File: src/core/lvdsc_pkg.sv
/*
 * Offsets, fields, reset values and widths of the config block.
 * Assumes an 8-bit register port, 12-bit addresses.
 */
package lvdsc_pkg;

    localparam int ADDR_W    = 12;
    localparam int DATA_W    = 8;
    localparam int SAMPLE_W  = 12;
    localparam int NUM_BUS   = 4;
    localparam int LANES_W   = SAMPLE_W * NUM_BUS;
    localparam int LFSR_W    = 15;

    ////////////////////////////////////////////////////////////////////////////
    // Register offsets
    localparam logic [11:0] OFS_PAT_INVERT   = 12'h190;
    localparam logic [11:0] OFS_ENABLE       = 12'h200;
    localparam logic [11:0] OFS_MODE         = 12'h201;
    localparam logic [11:0] OFS_FRAME_LEN    = 12'h202;
    localparam logic [11:0] OFS_SOFT_ALIGN   = 12'h203;
    localparam logic [11:0] OFS_CONTROL      = 12'h204;

    ////////////////////////////////////////////////////////////////////////////
    // Reset values
    localparam logic [7:0] RST_PAT_INVERT    = 8'h00;
    localparam logic [7:0] RST_ENABLE        = 8'h01;
    localparam logic [7:0] RST_MODE          = 8'h01;
    localparam logic [7:0] RST_FRAME_LEN     = 8'h80;
    localparam logic [7:0] RST_SOFT_ALIGN    = 8'h01;
    localparam logic [7:0] RST_CONTROL       = 8'h02;

    ////////////////////////////////////////////////////////////////////////////
    // Field positions
    localparam int BIT_PAT_INV_A    = 0;
    localparam int BIT_ENABLE       = 0;
    localparam int BIT_DEMUX        = 0;
    localparam int BIT_BUS_ALIGN    = 1;
    localparam int BIT_INTERLEAVE   = 2;
    localparam int POS_WIDTH_LO     = 4;
    localparam int POS_WIDTH_HI     = 5;
    localparam int BIT_SOFT_ALIGN_N = 0;
    localparam int BIT_FORMAT       = 1;
    localparam int POS_SRC_LO       = 2;
    localparam int POS_SRC_HI       = 3;
    localparam int BIT_SCRAMBLE     = 4;
    localparam int BIT_INVERTED     = 8;

    // Writable bits of each register; everything else reads as zero
    localparam logic [7:0] MASK_PAT_INVERT   = 8'h01;
    localparam logic [7:0] MASK_ENABLE       = 8'h01;
    localparam logic [7:0] MASK_MODE         = 8'h37;
    localparam logic [7:0] MASK_SOFT_ALIGN   = 8'h01;
    localparam logic [7:0] MASK_CONTROL      = 8'h1E;

    localparam logic [14:0] LFSR_SEED        = 15'h7FFF;

    typedef enum logic [1:0] {
        LVDSC_W12,
        LVDSC_W11,
        LVDSC_W10,
        LVDSC_W8
    } lvdsc_width_t;

    typedef enum logic [1:0] {
        LVDSC_SRC_PIN,
        LVDSC_SRC_TIMESTAMP,
        LVDSC_SRC_NONE,
        LVDSC_SRC_RSVD
    } lvdsc_src_t;

endpackage

File: src/core/lvdsc_lane_if.sv
/*
 * Four 12-bit lanes and four strobes.
 * Assumes both ends share core_clk.
 */
`timescale 1ns/1ps
interface lvdsc_lane_if;
    logic [lvdsc_pkg::LANES_W-1:0] data;
    logic [lvdsc_pkg::NUM_BUS-1:0] strobe;

    modport src (output data, output strobe);
    modport dst (input  data, input  strobe);
endinterface

File: src/core/lvdsc_sync2.sv
/*
 * Two-flop synchroniser into core_clk.
 * Assumes independent bits; no bus coherence.
 */
`timescale 1ns/1ps
module lvdsc_sync2 #(
    parameter int WIDTH = 1
) (
    input  wire logic             core_clk,
    input  wire logic             rst_n,
    input  wire logic [WIDTH-1:0] asyncIn,
    output logic      [WIDTH-1:0] syncOut
);
    logic [WIDTH-1:0] metaStage;

    always_ff @(posedge core_clk or negedge rst_n) begin
        if (!rst_n) begin
            metaStage <= '0;
            syncOut   <= '0;
        end else begin
            metaStage <= asyncIn;
            syncOut   <= metaStage;
        end
    end
endmodule

File: src/core/lvdsc_scrambler.sv
/*
 * Additive scrambler over all lanes and strobes.
 * Assumes clear is held while disabled, so it restarts from the seed.
 */
`timescale 1ns/1ps
module lvdsc_scrambler (
    input  wire logic core_clk,
    input  wire logic rst_n,
    input  wire logic clear,
    input  wire logic scrambleOn,
    lvdsc_lane_if.dst laneIn,
    lvdsc_lane_if.src laneOut
);
    logic [lvdsc_pkg::LFSR_W-1:0] lfsr;
    logic [lvdsc_pkg::LFSR_W-1:0] next_lfsr;
    logic                         feedback;

    always_comb begin
        feedback  = lfsr[14] ^ lfsr[13];
        next_lfsr = {lfsr[13:0], feedback};
    end

    always_ff @(posedge core_clk or negedge rst_n) begin
        if (!rst_n) begin
            lfsr <= lvdsc_pkg::LFSR_SEED;
        end else if (clear) begin
            lfsr <= lvdsc_pkg::LFSR_SEED;
        end else if (scrambleOn) begin
            lfsr <= next_lfsr;
        end
    end

    // Each bus sees a 12-bit LFSR window offset by one more bit so lanes stay decorrelated
    always_comb begin
        laneOut.data   = laneIn.data;
        laneOut.strobe = laneIn.strobe;
        if (scrambleOn) begin
            for (int b = 0; b < lvdsc_pkg::NUM_BUS; b++) begin
                laneOut.data[b*12 +: 12] = laneIn.data[b*12 +: 12] ^ lfsr[b +: 12];
                laneOut.strobe[b]        = laneIn.strobe[b] ^ lfsr[14-b];
            end
        end
    end
endmodule

File: src/core/lvdsc_output_config.sv
/*
 * Config registers and output formatting of the sample interface:
 * enable, mode, frame length, soft alignment,
 * scrambling, source and format.
 * Assumes a register port on core_clk; link clock, SYSREF and
 * pins arrive asynchronously.
 */
`timescale 1ns/1ps

// Rules for this block and its software
// Invert pattern bit 8 on bus A
// Enable bit; off holds interface in reset
// Frame counter held reset while disabled
// Software disables before changing configuration
// Calibration enable ordered around subsystem enable
// Width field selects 12/11/10/8 bits
// Interleave bit selects dual or single
// Bus alignment bit staggers or aligns buses
// Demux bit selects two or four buses
// Frame length sets UIs per frame
// One UI is one or two clocks
// Software avoids frame length of four
// Writing zero requests alignment like pin
// Software request works for every source
// Scramble bit scrambles lanes and strobes
// Source field picks pin, timestamp, none
// Format bit picks offset or two's complement
// Aligning sends frame strobe on LSB
// Software writes zero to reserved bits
module lvdsc_output_config (
    input  wire logic        core_clk,
    input  wire logic        rst_n,
    input  wire logic [11:0] regAddr,
    input  wire logic [7:0]  regWrData,
    input  wire logic        regWrite,
    input  wire logic        regRead,
    output logic      [7:0]  regRdData,
    input  wire logic        linkClkIn,
    input  wire logic        sysrefIn,
    input  wire logic        alignPinSingleEnded_n,
    input  wire logic        timestampDiffInput_n,
    input  wire logic        timestampReceiverOn,
    input  wire logic [47:0] sampleIn,
    input  wire logic [11:0] userPattern,
    input  wire logic        activePatternUser,
    output logic      [47:0] busData,
    output logic      [3:0]  busStrobe,
    output logic      [3:0]  busEnable,
    output logic             outputsPowered,
    output logic             singleChannelMode,
    output logic             alignActive
);

    ////////////////////////////////////////////////////////////////////////////
    // Register storage

    logic [7:0] patInvertReg;
    logic [7:0] enableReg;
    logic [7:0] modeReg;
    logic [7:0] frameLenReg;
    logic [7:0] softAlignReg;
    logic [7:0] controlReg;

    // Reserved bits are dropped on write so they always read as zero
    always_ff @(posedge core_clk or negedge rst_n) begin
        if (!rst_n) begin
            patInvertReg <= lvdsc_pkg::RST_PAT_INVERT;
            enableReg    <= lvdsc_pkg::RST_ENABLE;
            modeReg      <= lvdsc_pkg::RST_MODE;
            frameLenReg  <= lvdsc_pkg::RST_FRAME_LEN;
            softAlignReg <= lvdsc_pkg::RST_SOFT_ALIGN;
            controlReg   <= lvdsc_pkg::RST_CONTROL;
        end else if (regWrite) begin
            case (regAddr)
                lvdsc_pkg::OFS_PAT_INVERT: begin
                    patInvertReg <= regWrData & lvdsc_pkg::MASK_PAT_INVERT;
                end
                lvdsc_pkg::OFS_ENABLE: begin
                    enableReg <= regWrData & lvdsc_pkg::MASK_ENABLE;
                end
                lvdsc_pkg::OFS_MODE: begin
                    modeReg <= regWrData & lvdsc_pkg::MASK_MODE;
                end
                lvdsc_pkg::OFS_FRAME_LEN: begin
                    frameLenReg <= regWrData;
                end
                lvdsc_pkg::OFS_SOFT_ALIGN: begin
                    softAlignReg <= regWrData & lvdsc_pkg::MASK_SOFT_ALIGN;
                end
                lvdsc_pkg::OFS_CONTROL: begin
                    controlReg <= regWrData & lvdsc_pkg::MASK_CONTROL;
                end
                default: begin
                end
            endcase
        end
    end

    // Read data stands in the cycle after the strobe only
    always_ff @(posedge core_clk or negedge rst_n) begin
        if (!rst_n) begin
            regRdData <= 8'h00;
        end else if (regRead) begin
            case (regAddr)
                lvdsc_pkg::OFS_PAT_INVERT: regRdData <= patInvertReg;
                lvdsc_pkg::OFS_ENABLE:     regRdData <= enableReg;
                lvdsc_pkg::OFS_MODE:       regRdData <= modeReg;
                lvdsc_pkg::OFS_FRAME_LEN:  regRdData <= frameLenReg;
                lvdsc_pkg::OFS_SOFT_ALIGN: regRdData <= softAlignReg;
                lvdsc_pkg::OFS_CONTROL:    regRdData <= controlReg;
                default:                   regRdData <= 8'h00;
            endcase
        end else begin
            regRdData <= 8'h00;
        end
    end

    ////////////////////////////////////////////////////////////////////////////
    // Field decode

    logic                    enabled;
    logic                    demuxBy2;
    logic                    busesAligned;
    logic                    interleave;
    lvdsc_pkg::lvdsc_width_t widthSel;
    lvdsc_pkg::lvdsc_src_t   alignSrc;
    logic                    scrambleOn;
    logic                    twosComplement;
    logic                    invertBusA;
    logic                    softAlignReq_n;

    always_comb begin
        enabled        = enableReg[lvdsc_pkg::BIT_ENABLE];
        demuxBy2       = modeReg[lvdsc_pkg::BIT_DEMUX];
        busesAligned   = modeReg[lvdsc_pkg::BIT_BUS_ALIGN];
        interleave     = modeReg[lvdsc_pkg::BIT_INTERLEAVE];
        widthSel       = lvdsc_pkg::lvdsc_width_t'(modeReg[lvdsc_pkg::POS_WIDTH_HI:lvdsc_pkg::POS_WIDTH_LO]);
        alignSrc       = lvdsc_pkg::lvdsc_src_t'(controlReg[lvdsc_pkg::POS_SRC_HI:lvdsc_pkg::POS_SRC_LO]);
        scrambleOn     = controlReg[lvdsc_pkg::BIT_SCRAMBLE];
        twosComplement = controlReg[lvdsc_pkg::BIT_FORMAT];
        invertBusA     = patInvertReg[lvdsc_pkg::BIT_PAT_INV_A];
        softAlignReq_n = softAlignReg[lvdsc_pkg::BIT_SOFT_ALIGN_N];
    end

    ////////////////////////////////////////////////////////////////////////////
    // Pin synchronisation

    logic [3:0] pinsSync;
    logic       linkClkSync;
    logic       sysrefSync;
    logic       alignPinSync_n;
    logic       timestampSync_n;

    lvdsc_sync2 #(
        .WIDTH (4)
    ) u_pinSync (
        .core_clk (core_clk),
        .rst_n    (rst_n),
        .asyncIn  ({timestampDiffInput_n, alignPinSingleEnded_n, sysrefIn, linkClkIn}),
        .syncOut  (pinsSync)
    );

    always_comb begin
        linkClkSync     = pinsSync[0];
        sysrefSync      = pinsSync[1];
        alignPinSync_n  = pinsSync[2];
        timestampSync_n = pinsSync[3];
    end

    ////////////////////////////////////////////////////////////////////////////
    // Alignment request

    logic pinLevel_n;

    // source selection
    always_comb begin
        case (alignSrc)
            lvdsc_pkg::LVDSC_SRC_PIN:       pinLevel_n = alignPinSync_n;
            lvdsc_pkg::LVDSC_SRC_TIMESTAMP: pinLevel_n = timestampReceiverOn ? timestampSync_n : 1'b1;
            default:                        pinLevel_n = 1'b1;
        endcase
    end

    // software request acts like the pin
    // either request asserts alignment
    always_comb begin
        alignActive = enabled & (~softAlignReq_n | ~pinLevel_n);
    end

    ////////////////////////////////////////////////////////////////////////////
    // Frame counter on link clock edges

    logic       linkClkLast;
    logic       sysrefLast;
    logic       linkEdge;
    logic       sysrefEdge;
    logic       uiPhase;
    logic       uiTick;
    logic [7:0] uiCount;
    logic       frameStrobe;

    always_ff @(posedge core_clk or negedge rst_n) begin
        if (!rst_n) begin
            linkClkLast <= 1'b0;
            sysrefLast  <= 1'b0;
        end else begin
            linkClkLast <= linkClkSync;
            sysrefLast  <= sysrefSync;
        end
    end

    always_comb begin
        linkEdge   = linkClkSync & ~linkClkLast;
        sysrefEdge = sysrefSync & ~sysrefLast;
        // UI is one or two link clocks
        uiTick     = linkEdge & (~demuxBy2 | uiPhase);
    end

    // counter held while disabled, SYSREF ignored
    // frame wraps after frame length UIs
    always_ff @(posedge core_clk or negedge rst_n) begin
        if (!rst_n) begin
            uiPhase <= 1'b0;
            uiCount <= 8'h00;
        end else if (!enabled) begin
            uiPhase <= 1'b0;
            uiCount <= 8'h00;
        end else if (sysrefEdge) begin
            uiPhase <= 1'b0;
            uiCount <= 8'h00;
        end else if (linkEdge) begin
            uiPhase <= demuxBy2 ? ~uiPhase : 1'b0;
            if (uiTick) begin
                uiCount <= (uiCount == frameLenReg - 8'h01) ? 8'h00 : uiCount + 8'h01;
            end
        end
    end

    // Strobe high for the first half of each frame
    always_comb begin
        frameStrobe = enabled & (uiCount < {1'b0, frameLenReg[7:1]});
    end

    ////////////////////////////////////////////////////////////////////////////
    // Sample formatting

    logic [11:0] widthMask;
    logic [47:0] formatted;
    logic [47:0] routed;

    // keep the most significant bits only
    always_comb begin
        case (widthSel)
            lvdsc_pkg::LVDSC_W12: widthMask = 12'hFFF;
            lvdsc_pkg::LVDSC_W11: widthMask = 12'hFFE;
            lvdsc_pkg::LVDSC_W10: widthMask = 12'hFFC;
            lvdsc_pkg::LVDSC_W8:  widthMask = 12'hFF0;
            default:              widthMask = 12'hFFF;
        endcase
    end

    // single-channel mode puts inputs B,D on buses A,B and inputs A,C on buses C,D
    always_comb begin
        if (interleave) begin
            routed = {sampleIn[35:24], sampleIn[11:0], sampleIn[47:36], sampleIn[23:12]};
        end else begin
            routed = sampleIn;
        end
    end

    always_comb begin
        formatted = '0;
        for (int b = 0; b < lvdsc_pkg::NUM_BUS; b++) begin
            if (activePatternUser) begin
                formatted[b*12 +: 12] = userPattern;
                // pattern bit 8 inverted on bus A only
                if (b == 0 && invertBusA) begin
                    formatted[lvdsc_pkg::BIT_INVERTED] = ~userPattern[lvdsc_pkg::BIT_INVERTED];
                end
            end else begin
                formatted[b*12 +: 12] = routed[b*12 +: 12];
                // offset binary flips the sign bit
                if (!twosComplement) begin
                    formatted[b*12 + 11] = ~routed[b*12 + 11];
                end
            end
            formatted[b*12 +: 12] = formatted[b*12 +: 12] & widthMask;
            // frame strobe replaces the LSB while aligning
            if (alignActive) begin
                formatted[b*12] = frameStrobe;
            end
        end
    end

    ////////////////////////////////////////////////////////////////////////////
    // Scrambling

    lvdsc_lane_if rawLanes ();
    lvdsc_lane_if outLanes ();

    always_comb begin
        rawLanes.data   = formatted;
        rawLanes.strobe = {4{frameStrobe}};
    end

    // lanes and strobes both scrambled
    lvdsc_scrambler u_scrambler (
        .core_clk   (core_clk),
        .rst_n      (rst_n),
        .clear      (~enabled),
        .scrambleOn (scrambleOn),
        .laneIn     (rawLanes),
        .laneOut    (outLanes)
    );

    ////////////////////////////////////////////////////////////////////////////
    // Output stage

    logic [3:0]  busesUsed;
    logic [47:0] stageData;
    logic [3:0]  stageStrobe;

    // demux-by-1 drives buses A and C only
    always_comb begin
        busesUsed = demuxBy2 ? 4'hF : 4'h5;
    end

    // Buses B and D trail by one cycle when staggered, spreading switching
    always_ff @(posedge core_clk or negedge rst_n) begin
        if (!rst_n) begin
            stageData   <= '0;
            stageStrobe <= 4'h0;
        end else begin
            stageData   <= outLanes.data;
            stageStrobe <= outLanes.strobe;
        end
    end

    // disabled interface drives nothing and is powered down
    // staggered or aligned bus timing
    always_ff @(posedge core_clk or negedge rst_n) begin
        if (!rst_n) begin
            busData        <= '0;
            busStrobe      <= 4'h0;
            busEnable      <= 4'h0;
            outputsPowered <= 1'b0;
        end else if (!enabled) begin
            busData        <= '0;
            busStrobe      <= 4'h0;
            busEnable      <= 4'h0;
            outputsPowered <= 1'b0;
        end else begin
            for (int b = 0; b < lvdsc_pkg::NUM_BUS; b++) begin
                if (!busesUsed[b]) begin
                    busData[b*12 +: 12] <= 12'h000;
                    busStrobe[b]        <= 1'b0;
                end else if (!busesAligned && b[0]) begin
                    busData[b*12 +: 12] <= stageData[b*12 +: 12];
                    busStrobe[b]        <= stageStrobe[b];
                end else begin
                    busData[b*12 +: 12] <= outLanes.data[b*12 +: 12];
                    busStrobe[b]        <= outLanes.strobe[b];
                end
            end
            busEnable      <= busesUsed;
            outputsPowered <= 1'b1;
        end
    end

    always_comb begin
        singleChannelMode = interleave;
    end

endmodule

File: config.mk
export PLATFORM = sky130hd
export DESIGN_NAME = lvdsc_output_config
export DESIGN_NICKNAME = d
export VERILOG_FILES = /design/src/core/lvdsc_pkg.sv /design/src/core/lvdsc_lane_if.sv /design/src/core/lvdsc_sync2.sv /design/src/core/lvdsc_scrambler.sv /design/src/core/lvdsc_output_config.sv
export SDC_FILE = /design/constraint.sdc
export NUM_CORES = 1
export LEC_CHECK = 0
export BUFFER_PORTS_ARGS = -buffer_cell sky130_fd_sc_hd__buf_4
export CAP_MARGIN = 0
export CORE_UTILIZATION = 50
export DETAILED_ROUTE_END_ITERATION = 6
export GPL_TIMING_DRIVEN = 0
export PLACE_DENSITY = 0.77
export SKIP_LAST_GASP = 1
export SYNTH_ARGS = -nofsm -noshare
export SYNTH_HDL_FRONTEND = slang
export SYNTH_SLANG_ARGS = --single-unit
File: constraint.sdc
create_clock -name core_clk -period 2 [get_ports core_clk]
set_clock_uncertainty 0.1 [all_clocks]
set_input_delay 0.1 -clock core_clk [delete_from_list [all_inputs] [get_ports core_clk]]
set_output_delay 0.1 -clock core_clk [all_outputs]
set_load 0.01 [all_outputs]
* Word-level counts from Yosys, hierarchy flattened
Cells that the tools add are included.
** Storage, ports and cells
- Output and inout port bits :: 67
- Logic and storage cells :: 126
- Register bits after elaboration :: 171
- Bits of input ports :: 90
** Operators by class
- Reduce and logical (&&, ||, !) cells :: 9
- Mux-type cells :: 49
- Bitwise gates (word level) :: 31
- Order comparisons :: 1
- Equal/unequal tests :: 14
- $add $sub $neg :: 2
** Operator list (count)
- 48-bit two-way mux :: 3
- 12-bit two-way mux :: 10
- 12-bit by 10-bit == test with 1-bit output, second input constant :: 5
- 12-bit AND :: 4
- 8-bit two-way mux :: 6
- 12-bit one-hot mux with 4 select lines :: 1
- 8-bit one-hot mux with 6 select lines :: 1
- 12-bit XOR :: 4
- 15-bit two-way mux :: 2
- 1-bit two-way mux :: 21
- 4-bit two-way mux :: 4
- 2-bit AND reduction :: 7
- 12-bit by 9-bit == test with 1-bit output, second input constant :: 1
- 1-bit NOT :: 11
- 8-bit by 1-bit adder with 8-bit output, second input constant :: 1
- 8-bit == test :: 1
- 8-bit by 7-bit less-than comparator with 1-bit output :: 1
- 8-bit by 1-bit subtractor with 8-bit output, second input constant :: 1
- 3-bit by 1-bit != test with 1-bit output, second input constant :: 2
- 1-bit AND :: 5
- 1-bit XOR :: 5
- 2-bit by 1-bit == test with 1-bit output, second input constant :: 2
- 2-bit == test, second input constant :: 2
- 2-bit zero test :: 2
- 3 further kinds :: 4

* Logic depth before layout (Yosys ltp)
Gate-level depths: netlist of run 1.
- Depth in word-level cells :: 11
- Gate-level depth with buffers :: 8
- Mapped depth without buffers :: 8

* By module
Synthesis of run 1 repeated with hierarchy kept, for this count alone.
** Second synthesis, totals
- Cells, all modules :: 641
- Area total of the unflattened synthesis :: 7168.1 sq um
** Modules (own cells, without submodules)
- lvdsc_output_config :: cells an instance 515, instances 1, area each 5828.1 sq um
- lvdsc_scrambler :: cells an instance 118, instances 1, area each 1139.8 sq um
- lvdsc_sync2 :: cells an instance 8, instances 1, area each 200.2 sq um

* Worst setup path before layout of run 1
Ideal clock, no wire load.
- Path kind :: register to register
- Start point :: register softAlignReg[0]
- End point :: register busData[24]
- Data required time :: 1780 ps
- Period minus slack after synthesis :: 1977 ps
- Data arrival time :: 1757 ps
- Cell stages (with the launch flop) :: 7
- Setup slack :: 23 ps
- Cells stage by stage :: dfstp_2 -> inv_1 -> o311a_1 -> a2111oi_4 -> o21a_1 -> o21ai_0 -> and3b_1
** On the way
- Word-level cells in the longest chain between the ends :: 8
** Ends and longest elaborated chain
- from (decl) :: RTL line lvdsc_output_config.sv:61 : logic [7:0] softAlignReg;
- from (signal assigned) :: RTL line lvdsc_output_config.sv:71 : softAlignReg <= lvdsc_pkg::RST_SOFT_ALIGN;
- from (signal assigned) :: RTL line lvdsc_output_config.sv:88 : softAlignReg <= regWrData & lvdsc_pkg::MASK_SOFT_ALIGN;
- 1-bit NOT * :: RTL line lvdsc_output_config.sv:187 : alignActive = enabled & (~softAlignReq_n | ~pinLevel_n);
- 1-bit bitwise OR * :: RTL line lvdsc_output_config.sv:187
- 1-bit AND * :: RTL line lvdsc_output_config.sv:187
- named net alignActive :: RTL line lvdsc_output_config.sv:51 : output logic alignActive
- 1-bit two-way mux * :: RTL line lvdsc_output_config.sv:289 : if (alignActive) begin
- 12-bit XOR :: RTL line lvdsc_scrambler.sv:39 : laneOut.data[b*12 +: 12] = laneIn.data[b*12 +: 12] ^ lfsr[b +: 12];
- 48-bit two-way mux * :: RTL line lvdsc_scrambler.sv:37 : if (scrambleOn) begin
- 12-bit two-way mux * :: RTL line lvdsc_output_config.sv:354 : if (!busesUsed[b]) begin
- 48-bit two-way mux * :: RTL line lvdsc_output_config.sv:347 : end else if (!enabled) begin
- to (signal, indexed assignment) :: RTL line lvdsc_output_config.sv:358 : busData[b*12 +: 12] <= stageData[b*12 +: 12];
- to (signal, indexed assignment) :: RTL line lvdsc_output_config.sv:361 : busData[b*12 +: 12] <= outLanes.data[b*12 +: 12];
- to (decl) :: RTL line lvdsc_output_config.sv:46 : output logic [47:0] busData,
Mark *: on every way through the listed nets, which the timed path passes. The rest lies on a longest branch.
A chain may end at the register's enable or synchronous reset.

* Final worst setup path of run 1
- Start point :: register frameLenReg[7]
- End point :: register busData[0]
** On the way
- Word-level cells in the longest chain between the ends :: 7
** Ends and longest elaborated chain
- from (decl) :: RTL line lvdsc_output_config.sv:60 : logic [7:0] frameLenReg;
- from (signal assigned) :: RTL line lvdsc_output_config.sv:70 : frameLenReg <= lvdsc_pkg::RST_FRAME_LEN;
- from (signal assigned) :: RTL line lvdsc_output_config.sv:85 : frameLenReg <= regWrData;
- 8-bit by 7-bit less-than comparator with 1-bit output * :: RTL line lvdsc_output_config.sv:241 : frameStrobe = enabled & (uiCount < {1'b0, frameLenReg[7:1]});
- 1-bit AND * :: RTL line lvdsc_output_config.sv:241
- 1-bit two-way mux * :: RTL line lvdsc_output_config.sv:289
- 12-bit XOR :: RTL line lvdsc_scrambler.sv:39
- 48-bit two-way mux * :: RTL line lvdsc_scrambler.sv:37
- 12-bit two-way mux * :: RTL line lvdsc_output_config.sv:354
- 48-bit two-way mux * :: RTL line lvdsc_output_config.sv:347
Mark *: on every way between the ends. The rest lies on a longest branch, timed or not.

==> results of run 1 <==
metal layers:
metal	global-route usage	part of all wire	up-vias	routed length, µm
met5	0	0	-	0
met4	0.145	0.038	0	820
met3	0.0787	0.074	75	1610
met2	0.485	0.49	300	10600
met1	0.381	0.40	3020	8660
li1	-	-	2717	-
state kept, by name, indices dropped and copies added, names as in the netlist:
| name | cells |
|---|---|
| softAlignReg | 1 |
| modeReg | 5 |
| u_pinSync.metaStage | 4 |
| controlReg | 4 |
| busEnable | 2 |
| enableReg | 1 |
| stageData | 24 |
| uiCount | 8 |
| uiPhase | 1 |
| busData | 48 |
| regRdData | 8 |
| patInvertReg | 1 |
| busStrobe | 4 |
| u_scrambler.lfsr | 15 |
| stageStrobe | 2 |
| linkClkLast | 1 |
| sysrefLast | 1 |
| frameLenReg | 8 |
| u_pinSync.syncOut | 4 |
power by group through the flow:
stage                     Clock [mW]  Combinational [mW]  Sequential [mW]
after CTS                       3.25               0.594             2.94
after detailed placement           0               0.527             2.99
after global placement             0               0.504             2.99
final                           3.24               0.615             2.95
after global routing            3.39               0.663             2.95
after floorplan                    0               0.227             2.99
worst max-delay path by stage:
stage	cells past startpoint	endpoint	slack (ps)
6_report	9	busData[0]	-80
2_1_floorplan	6	busData[24]	20
5_1_grt	9	uiCount[7]	-110
3_3_place_gp	7	busData[46]	-200
3_5_place_dp	7	busData[24]	-270
4_1_cts	8	busData[0]	-50
layout by cell type, fill, tap and decap left out, types with 6 or more instances in the layout:
| cell | n |
|---|---|
| and2_1 | 25 |
| and3_1 | 12 |
| buf_4 | 194 |
| buf_6 | 6 |
| clkbuf_1 | 20 |
| clkbuf_16 | 17 |
| dfrtp_1 | 114 |
| dfrtp_2 | 8 |
| dfstp_2 | 20 |
| dlygate4sd3_1 | 21 |
| ha_1 | 6 |
| inv_1 | 16 |
| mux2_2 | 52 |
| mux2_4 | 8 |
| mux2i_1 | 32 |
| nand2_1 | 32 |
| nand2b_1 | 26 |
| nand3_1 | 22 |
| nor2_1 | 42 |
| o21ai_0 | 41 |
| o21ai_1 | 8 |
| xnor2_1 | 16 |
| xor2_1 | 47 |
kinds of logic (layout without fill, tap and decap cells):
logic type,count (synthesis),in the layout
XOR/XNOR,65,65
AND/OR/NAND/NOR,192,192
adder cells (fa/ha/maj),8,8
multiplexers,97,97
AO/OA/AOI/OAI,93,93
flip-flops,142,142
buffers and inverters,55,303
worst min-delay path, delay by kind of cell:
kind	cells	cell delay [ps]
buf+inv	1	100
xor+xnor	1	90
compound gates	1	120
mux	1	140
timing repair:
item / in CTS / in global routing
hold buffers: 21 / 0
setup endpoints to repair: 64 / 45
hold endpoints to repair: 84 / 0
resized for setup: 53 / 26
pin swaps: 15 / 10
gates cloned: 1 / 0
buffers inserted: 31 / 8
cell type report:
cell class	count	area, µm²	area share
flip-flops and latches	142	3590	0.359
clock buffers	19	433	0.0433
inverters	21	78.8	0.00788
repair buffers	218	1730	0.173
plain buffers	32	185	0.0185
multi-input cells	455	3590	0.359
well taps	180	225	0.0225
clock inverters	13	165	0.0165
per-stage QoR:
step	setup TNS (ps)	std cells	setup WS [ps]	util	hold WS, ps
after floorplan	0	652	23.2	-	-296
after global placement	-6440	988	-205	0.616	110
after detailed placement	-8630	989	-270	0.618	-2.48
after CTS	-114	1074	-47.0	0.707	42.3
after global routing	-1600	1080	-112	0.717	73.0
final	-286	1080	-79.3	0.717	67.0
==> metrics.txt, run 1 <==
# TYPE chip_impl_metric gauge
chip_impl_metric{name="whs_path_depth",unit=""} 4
chip_impl_metric{name="dieHeight",unit="µm"} 122
chip_impl_metric{name="number_of_nets_in_the_layout",unit=""} 985
chip_impl_metric{name="vias",unit=""} 6112
chip_impl_metric{name="synth.mux.area_fraction",unit=""} 0.152
chip_impl_info{name="r2r_start",value="frameLenReg[7]"} 1
chip_impl_metric{name="netSwitchingPower",unit="mW"} 1.61
chip_impl_metric{name="fin_ws",unit="ps"} -79.3
chip_impl_metric{name="shortest_clock_period_the_worst_path_allows_after_layout",unit="ps"} 2080
chip_impl_metric{name="drive_gt1_frac",unit=""} 0.412
chip_impl_metric{name="max_cap_violations",unit=""} 0
chip_impl_info{name="worstSetupPathType",value="flop to flop"} 1
chip_impl_metric{name="grt_pass1_wl",unit="µm"} 32900
chip_impl_info{name="synthTopCellsByArea",value="dfrtp_1 (42%), mux2_2 (8.1%), dfstp_2 (7.3%)"} 1
chip_impl_metric{name="tightest_slew",unit="ps"} 711
chip_impl_metric{name="timing.slew.headroom",unit=""} 0.526
chip_impl_info{name="cts-root-buf",value="clkbuf_16"} 1
chip_impl_metric{name="timing.fmax",unit="GHz"} 0.481
chip_impl_metric{name="routed_vias_inst",unit=""} 5.66
chip_impl_metric{name="wire_per_inst",unit="µm"} 20.1
chip_impl_metric{name="total_non_filler_cell_area_in_the_finished_layout",unit="mm²"} 0.0100
chip_impl_metric{name="first_iter_violations",unit=""} 507
chip_impl_metric{name="ys_seq_area_frac",unit=""} 0.498
chip_impl_metric{name="syn_nets",unit=""} 750
chip_impl_metric{name="worstPathRequired",unit="ps"} 2220
chip_impl_info{name="worst_path_dominant_cell_family",value="flip-flops"} 1
chip_impl_metric{name="antenna_found_initial",unit=""} 0
chip_impl_metric{name="ctsHtreeMaxLevel",unit=""} 4
chip_impl_metric{name="power_frac_seq",unit=""} 0.433
chip_impl_metric{name="yosys.cell_types.count",unit=""} 55
chip_impl_metric{name="synthXorXnorAreaFrac",unit=""} 0.0792
chip_impl_metric{name="synth.cell_area",unit="mm²"} 0.00719
chip_impl_info{name="violations",value="DRC, setup timing"} 1
chip_impl_info{name="synth_largest_area_cell",value="dfrtp_1"} 1
chip_impl_info{name="timing.critical_path.from",value="frameLenReg[7]"} 1
chip_impl_info{name="cts_tree",value="built"} 1
chip_impl_info{name="cpMaxStageDelayCell",value="dfstp_2"} 1
chip_impl_metric{name="critical_path_buf_inv_count",unit=""} 4
chip_impl_metric{name="route.detailed.drc",unit=""} 1
chip_impl_info{name="launch_point_of_the_worst_hold_path",value="sampleIn[25]"} 1
chip_impl_metric{name="cts.path.max_buffers",unit=""} 2
chip_impl_metric{name="initial_utilization",unit=""} 0.516
chip_impl_metric{name="mapped_avg_cell_area",unit="µm²"} 11.0
chip_impl_metric{name="first_global_vias",unit=""} 6246
chip_impl_metric{name="ys_seq_elements",unit=""} 142
chip_impl_metric{name="synth_largest_type_area_fraction",unit=""} 0.425
chip_impl_metric{name="gp_congestion",unit=""} 0.977
chip_impl_metric{name="finalSetupViolCount",unit=""} 9
chip_impl_metric{name="power.internal",unit="mW"} 5.19
chip_impl_metric{name="global_route.usage.total",unit=""} 0.303
chip_impl_metric{name="synth_warnings",unit=""} 0
chip_impl_metric{name="yosys.area_share.simple",unit=""} 0.144
chip_impl_info{name="crit_path_cell_trace",value="inv_2 -> ha_4 -> inv_2 -> o211ai_1 -> buf_4 -> a211oi_4 -> buf_6 -> a21oi_1 -> mux2i_1"} 1
chip_impl_metric{name="cellLeakagePower",unit="nW"} 4.62
chip_impl_info{name="regToRegEndpoint",value="busData[0]"} 1
chip_impl_metric{name="drt.antenna.violating_nets",unit=""} 0
chip_impl_metric{name="ir_worst_vdd",unit="µV"} 580
chip_impl_metric{name="synth_edf_count",unit=""} 0
chip_impl_info{name="timing.hold.worst_endpoint",value="stageData[37]"} 1
chip_impl_metric{name="worst-path-max-fanout",unit=""} 5
chip_impl_metric{name="critical-path-max-stage-delay",unit="ps"} 540
chip_impl_metric{name="floorplan.core_area",unit="mm²"} 0.0139
chip_impl_metric{name="drt_first_pass_iters",unit=""} 7
chip_impl_info{name="synth_top_cells_by_count",value="dfrtp_1 (122), mux2_2 (52), o21ai_0 (50), xor2_1 (48), nor2_1 (43)"} 1
chip_impl_metric{name="dpl_cell_area",unit="mm²"} 0.00862
chip_impl_metric{name="power.total",unit="mW"} 6.80
chip_impl_metric{name="areaGrowthSynthToFinish",unit="%"} 39.0
chip_impl_metric{name="fillCellCount",unit=""} 963
chip_impl_metric{name="tritoncts.num_buffers",unit=""} 17
chip_impl_metric{name="synth_adder_area_share",unit=""} 0.0139
chip_impl_metric{name="sw_ratio",unit=""} 0.237
chip_impl_metric{name="clock_insertion_delay_worst_skew",unit="ps"} 430
chip_impl_metric{name="dp_hpwl",unit="µm"} 14200
chip_impl_metric{name="clockPowerShare",unit=""} 0.476
chip_impl_info{name="min_path_type",value="input port to flop"} 1
chip_impl_metric{name="pin_count",unit=""} 157
chip_impl_info{name="crit_top_cell",value="inv_2"} 1
chip_impl_metric{name="power_per_cell_area",unit="mW/mm²"} 680
chip_impl_metric{name="numPortBuffers",unit=""} 156
chip_impl_metric{name="rrSetupSlack",unit="ps"} -80
chip_impl_metric{name="synthCells",unit=""} 652
chip_impl_metric{name="reg2reg_depth",unit=""} 9
chip_impl_info{name="timing.critical_path.from_type",value="flop"} 1
chip_impl_info{name="post-synth-top-count-cell",value="dfrtp_1"} 1
chip_impl_metric{name="grt_start_max_net_pins",unit=""} 88
chip_impl_metric{name="power.combinational.fraction",unit=""} 0.091
chip_impl_metric{name="worst_path_arrival_time",unit="ps"} 2300
chip_impl_metric{name="grt_overflow_total",unit=""} 0
chip_impl_metric{name="num_antenna_cells",unit=""} 0
chip_impl_metric{name="full_die_area",unit="mm²"} 0.0149
chip_impl_metric{name="timing.final.crit_share",unit=""} 1.04
chip_impl_info{name="endpoint_kind",value="flop"} 1
chip_impl_info{name="grt_setup_unrepaired",value="true"} 1
chip_impl_metric{name="clkTransAtPathRegs",unit="ps"} 60
chip_impl_metric{name="synth_async_sr_flop_share",unit=""} 1.00
chip_impl_metric{name="die_width",unit="µm"} 122
chip_impl_metric{name="hold_viol_final",unit=""} 0
chip_impl_info{name="postSynth.topFlopCell",value="dfrtp_1"} 1
chip_impl_metric{name="rows",unit=""} 43
chip_impl_metric{name="finalWirelength",unit="µm"} 21700
chip_impl_metric{name="clock_sink_count",unit=""} 142
chip_impl_info{name="combinational_family_with_the_most_area_after_synthesis",value="multiplexers"} 1
chip_impl_info{name="run_status",value="finished with violations"} 1
chip_impl_metric{name="timing.final.max_slew_violations",unit=""} 0
chip_impl_metric{name="synth_compound_gate_area_share",unit=""} 0.0825
No activity file was read; power rests on OpenSTA's default activity.
==> run 2: changes to the inputs <==
--- a/config.mk
+++ b/config.mk
@@ -7,10 +7,10 @@
 export LEC_CHECK = 0
 export BUFFER_PORTS_ARGS = -buffer_cell sky130_fd_sc_hd__buf_4
 export CAP_MARGIN = 0
-export CORE_UTILIZATION = 50
+export CORE_UTILIZATION = 55
 export DETAILED_ROUTE_END_ITERATION = 6
 export GPL_TIMING_DRIVEN = 0
-export PLACE_DENSITY = 0.77
+export PLACE_DENSITY = 0.81
 export SKIP_LAST_GASP = 1
 export SYNTH_ARGS = -nofsm -noshare
 export SYNTH_HDL_FRONTEND = slang
==> constraint.sdc (replaced) <==
create_clock -name core_clk -period 2.1 [get_ports core_clk]
set_clock_uncertainty 0.1 [all_clocks]
set_input_delay 0.105 -clock core_clk [delete_from_list [all_inputs] [get_ports core_clk]]
set_output_delay 0.105 -clock core_clk [all_outputs]
set_load 0.01 [all_outputs]
==> run 2 against run 1 <==
Effect of this change: the flow finishes with violations (setup timing); critical path type unchanged; total power down 8.6%; cell count is 1.9% lower; setup slack lost 58 ps; sequential share of layout area rose by 0.71 points; via count decreased by 4.2%; design area down 2.0%; critical path depth unchanged; critical endpoint is now uiCount[3].
==> metrics.txt, run 2 (synthesis gave the netlist of run 1 again) <==
# TYPE chip_impl_metric gauge
chip_impl_info{name="run_status",value="finished with violations"} 1
chip_impl_info{name="violations",value="setup timing"} 1
chip_impl_metric{name="numPortBuffers",unit=""} 156
chip_impl_metric{name="max_reg_flops",unit=""} 48
chip_impl_info{name="crit_top_cell",value="nor3b_4"} 1
chip_impl_metric{name="gp_congestion",unit=""} 1.03
chip_impl_metric{name="dpl_cell_area",unit="mm²"} 0.00861
chip_impl_metric{name="dieHeight",unit="µm"} 116
chip_impl_metric{name="grt_overflow_total",unit=""} 0
chip_impl_metric{name="clkTransAtPathRegs",unit="ps"} 60
chip_impl_metric{name="drt.antenna.violating_nets",unit=""} 0
chip_impl_metric{name="tritoncts.num_buffers",unit=""} 17
chip_impl_info{name="most_frequent_standard_cell_in_the_layout_excluding_fill_and_tap_cells",value="buf_4"} 1
chip_impl_metric{name="timing.slew.headroom",unit=""} 0.515
chip_impl_metric{name="routed_vias_inst",unit=""} 5.53
chip_impl_metric{name="vias",unit=""} 5857
chip_impl_metric{name="clockPowerShare",unit=""} 0.454
chip_impl_metric{name="areaGrowthSynthToFinish",unit="%"} 36.3
chip_impl_metric{name="clock_insertion_delay_worst_skew",unit="ps"} 420
chip_impl_metric{name="place_ws",unit="ps"} -202
chip_impl_metric{name="power.total",unit="mW"} 6.22
chip_impl_metric{name="clock_sink_count",unit=""} 142
chip_impl_metric{name="first_global_vias",unit=""} 6015
chip_impl_metric{name="layout.cells.non_filler",unit=""} 1059
chip_impl_info{name="grt_setup_unrepaired",value="true"} 1
chip_impl_info{name="crit_path_cell_trace",value="inv_2 -> ha_4 -> nor3b_4 -> xor2_1 -> o221ai_1 -> o2bb2ai_2 -> nor3b_4 -> buf_6 -> nor3_2"} 1
chip_impl_info{name="most-common-layout-cells",value="buf_4 (181), dfrtp_1 (115), mux2_2 (52), xor2_1 (46), nor2_1 (43)"} 1
chip_impl_info{name="cts_tree",value="built"} 1
chip_impl_metric{name="cellLeakagePower",unit="nW"} 4.53
chip_impl_metric{name="power_frac_seq",unit=""} 0.451
chip_impl_metric{name="cts.path.max_buffers",unit=""} 2
chip_impl_metric{name="ctsHtreeMaxLevel",unit=""} 4
chip_impl_metric{name="timing.final.max_slew_violations",unit=""} 0
chip_impl_metric{name="shortest_clock_period_the_worst_path_allows_after_layout",unit="ps"} 2240
chip_impl_metric{name="fin_ws",unit="ps"} -138
chip_impl_metric{name="total_non_filler_cell_area_in_the_finished_layout",unit="mm²"} 0.00980
chip_impl_metric{name="worst-path-max-fanout",unit=""} 4
chip_impl_info{name="timing.critical_path.from_type",value="flop"} 1
chip_impl_info{name="cts-root-buf",value="clkbuf_16"} 1
chip_impl_metric{name="power.internal",unit="mW"} 4.76
chip_impl_metric{name="sw_ratio",unit=""} 0.234
chip_impl_metric{name="netSwitchingPower",unit="mW"} 1.46
chip_impl_metric{name="drive_gt1_frac",unit=""} 0.397
chip_impl_metric{name="ir_worst_vdd",unit="µV"} 640
chip_impl_metric{name="route.detailed.drc",unit=""} 0
chip_impl_info{name="top_regs",value="busData (48), stageData (24), u_scrambler.lfsr (15)"} 1
chip_impl_info{name="dr.max_layer_used",value="met4"} 1
chip_impl_metric{name="die_width",unit="µm"} 116
chip_impl_metric{name="drt_first_pass_iters",unit=""} 6
chip_impl_metric{name="first_iter_violations",unit=""} 480
chip_impl_metric{name="critical-path-max-stage-delay",unit="ps"} 450
chip_impl_metric{name="timing.final.crit_share",unit=""} 1.07
chip_impl_metric{name="routed-wl-met3",unit="µm"} 1400
chip_impl_metric{name="wire_per_inst",unit="µm"} 19.6
chip_impl_info{name="largest-register",value="busData"} 1
chip_impl_metric{name="dp_hpwl",unit="µm"} 14500
chip_impl_metric{name="rows",unit=""} 41
chip_impl_info{name="cpMaxStageDelayCell",value="dfrtp_2"} 1
chip_impl_metric{name="critical_path_buf_inv_count",unit=""} 2
chip_impl_info{name="min_path_type",value="input port to flop"} 1
chip_impl_metric{name="power.combinational.fraction",unit=""} 0.094
chip_impl_metric{name="hold_viol_final",unit=""} 0
chip_impl_metric{name="grt_start_max_net_pins",unit=""} 96
chip_impl_metric{name="antenna_found_initial",unit=""} 0
chip_impl_metric{name="max_cap_violations",unit=""} 0
chip_impl_metric{name="full_die_area",unit="mm²"} 0.0135
chip_impl_metric{name="number_of_nets_in_the_layout",unit=""} 972
chip_impl_metric{name="finish.utilization",unit=""} 0.773
chip_impl_metric{name="worst_path_arrival_time",unit="ps"} 2440
chip_impl_metric{name="global_route.usage.total",unit=""} 0.315
chip_impl_info{name="endpoint_kind",value="flop"} 1
chip_impl_info{name="worstSetupPathType",value="flop to flop"} 1
chip_impl_metric{name="drt-met1-wl",unit="µm"} 8580
chip_impl_metric{name="placedCellCount",unit=""} 981
chip_impl_metric{name="finalSetupViolCount",unit=""} 7
chip_impl_metric{name="floorplan.core_area",unit="mm²"} 0.0127
chip_impl_metric{name="grt_pass1_wl",unit="µm"} 31100
chip_impl_metric{name="tightest_slew",unit="ps"} 727
chip_impl_metric{name="power_per_cell_area",unit="mW/mm²"} 634
chip_impl_metric{name="worstPathRequired",unit="ps"} 2300
chip_impl_metric{name="initial_utilization",unit=""} 0.567
chip_impl_metric{name="pin_count",unit=""} 157
chip_impl_metric{name="timing.fmax",unit="GHz"} 0.447
chip_impl_metric{name="num_antenna_cells",unit=""} 0
chip_impl_info{name="worst_path_dominant_cell_family",value="simple AND/OR/NAND/NOR gates"} 1
chip_impl_metric{name="route.met2.wl",unit="µm"} 10200
chip_impl_metric{name="finalWirelength",unit="µm"} 20700
==> run 2: changes by cell type in the layout (fill, tap and decap cells not counted), sizes merged <==
cell      change
buf          -17
clkinvlp      -3
clkinv        +2
clkbuf        +7
bufinv        -2
==> run 2: final timing paths <==
path	startpoint	cells past startpoint	slack (ps)	endpoint
max	frameLenReg[0]	9	-140	uiCount[3]
min	regAddr[4]	4	20	regRdData[0]
max reg2reg	frameLenReg[0]	9	-140	uiCount[3]
min reg2reg	u_pinSync.metaStage[0]	0	260	u_pinSync.syncOut[0]
max in group asynchronous	rst_n	3	980	uiCount[5]
min in group asynchronous	rst_n	2	90	patInvertReg[0]
==> run 2: final cells by class <==
| class | count | area [µm²] |
|---|---|---|
| clock buffers | 22 | 464 |
| multi-input cells | 455 | 3580 |
| fillers | 801 | 2870 |
| clock inverters | 10 | 88.8 |
| inverters | 21 | 78.8 |
| repair buffers | 203 | 1610 |
| well taps | 172 | 215 |
| plain buffers | 34 | 170 |
| flip-flops and latches | 142 | 3590 |
==> run 2: worst min-delay path, cell delays in order <==
cell	delay (ps)
buf_4	90
nor4b_2	70
a22oi_1	170
nor2_1	70
==> run 2: timing repair <==
action | 4_1_cts | 5_1_grt
gates resized for setup | 24 | 49
pin swaps | 4 | 12
setup buffers | 12 | 12
gates cloned | 0 | 1
hold buffers | 21 | 0
endpoints found under the setup margin | 49 | 42
endpoints found under the hold margin | 82 | 0
==> run 2: power by group through the flow <==
stage / sequential (mW) / combinational [mW] / clock (mW)
6_report: 2.81 / 0.587 / 2.82
3_5_place_dp: 2.85 / 0.505 / 0
2_1_floorplan: 2.85 / 0.216 / 0
3_3_place_gp: 2.85 / 0.484 / 0
5_1_grt: 2.81 / 0.637 / 2.96
4_1_cts: 2.80 / 0.554 / 2.84
==> run 2: layer usage <==
layer	track usage	up-vias
met1	0.421	2880
met3	0.0675	39
li1	-	2684
met4	0.134	0
met2	0.500	254
met5	0	-
==> run 2: metrics by stage <==
step | hold WS (ps) | setup TNS [ps]
after floorplan | -291 | 0
after global placement | 115 | -1530
after detailed placement | -25.3 | -3150
after CTS | 5.96 | -284
after global routing | 43.1 | -1790
final | 20.4 | -906
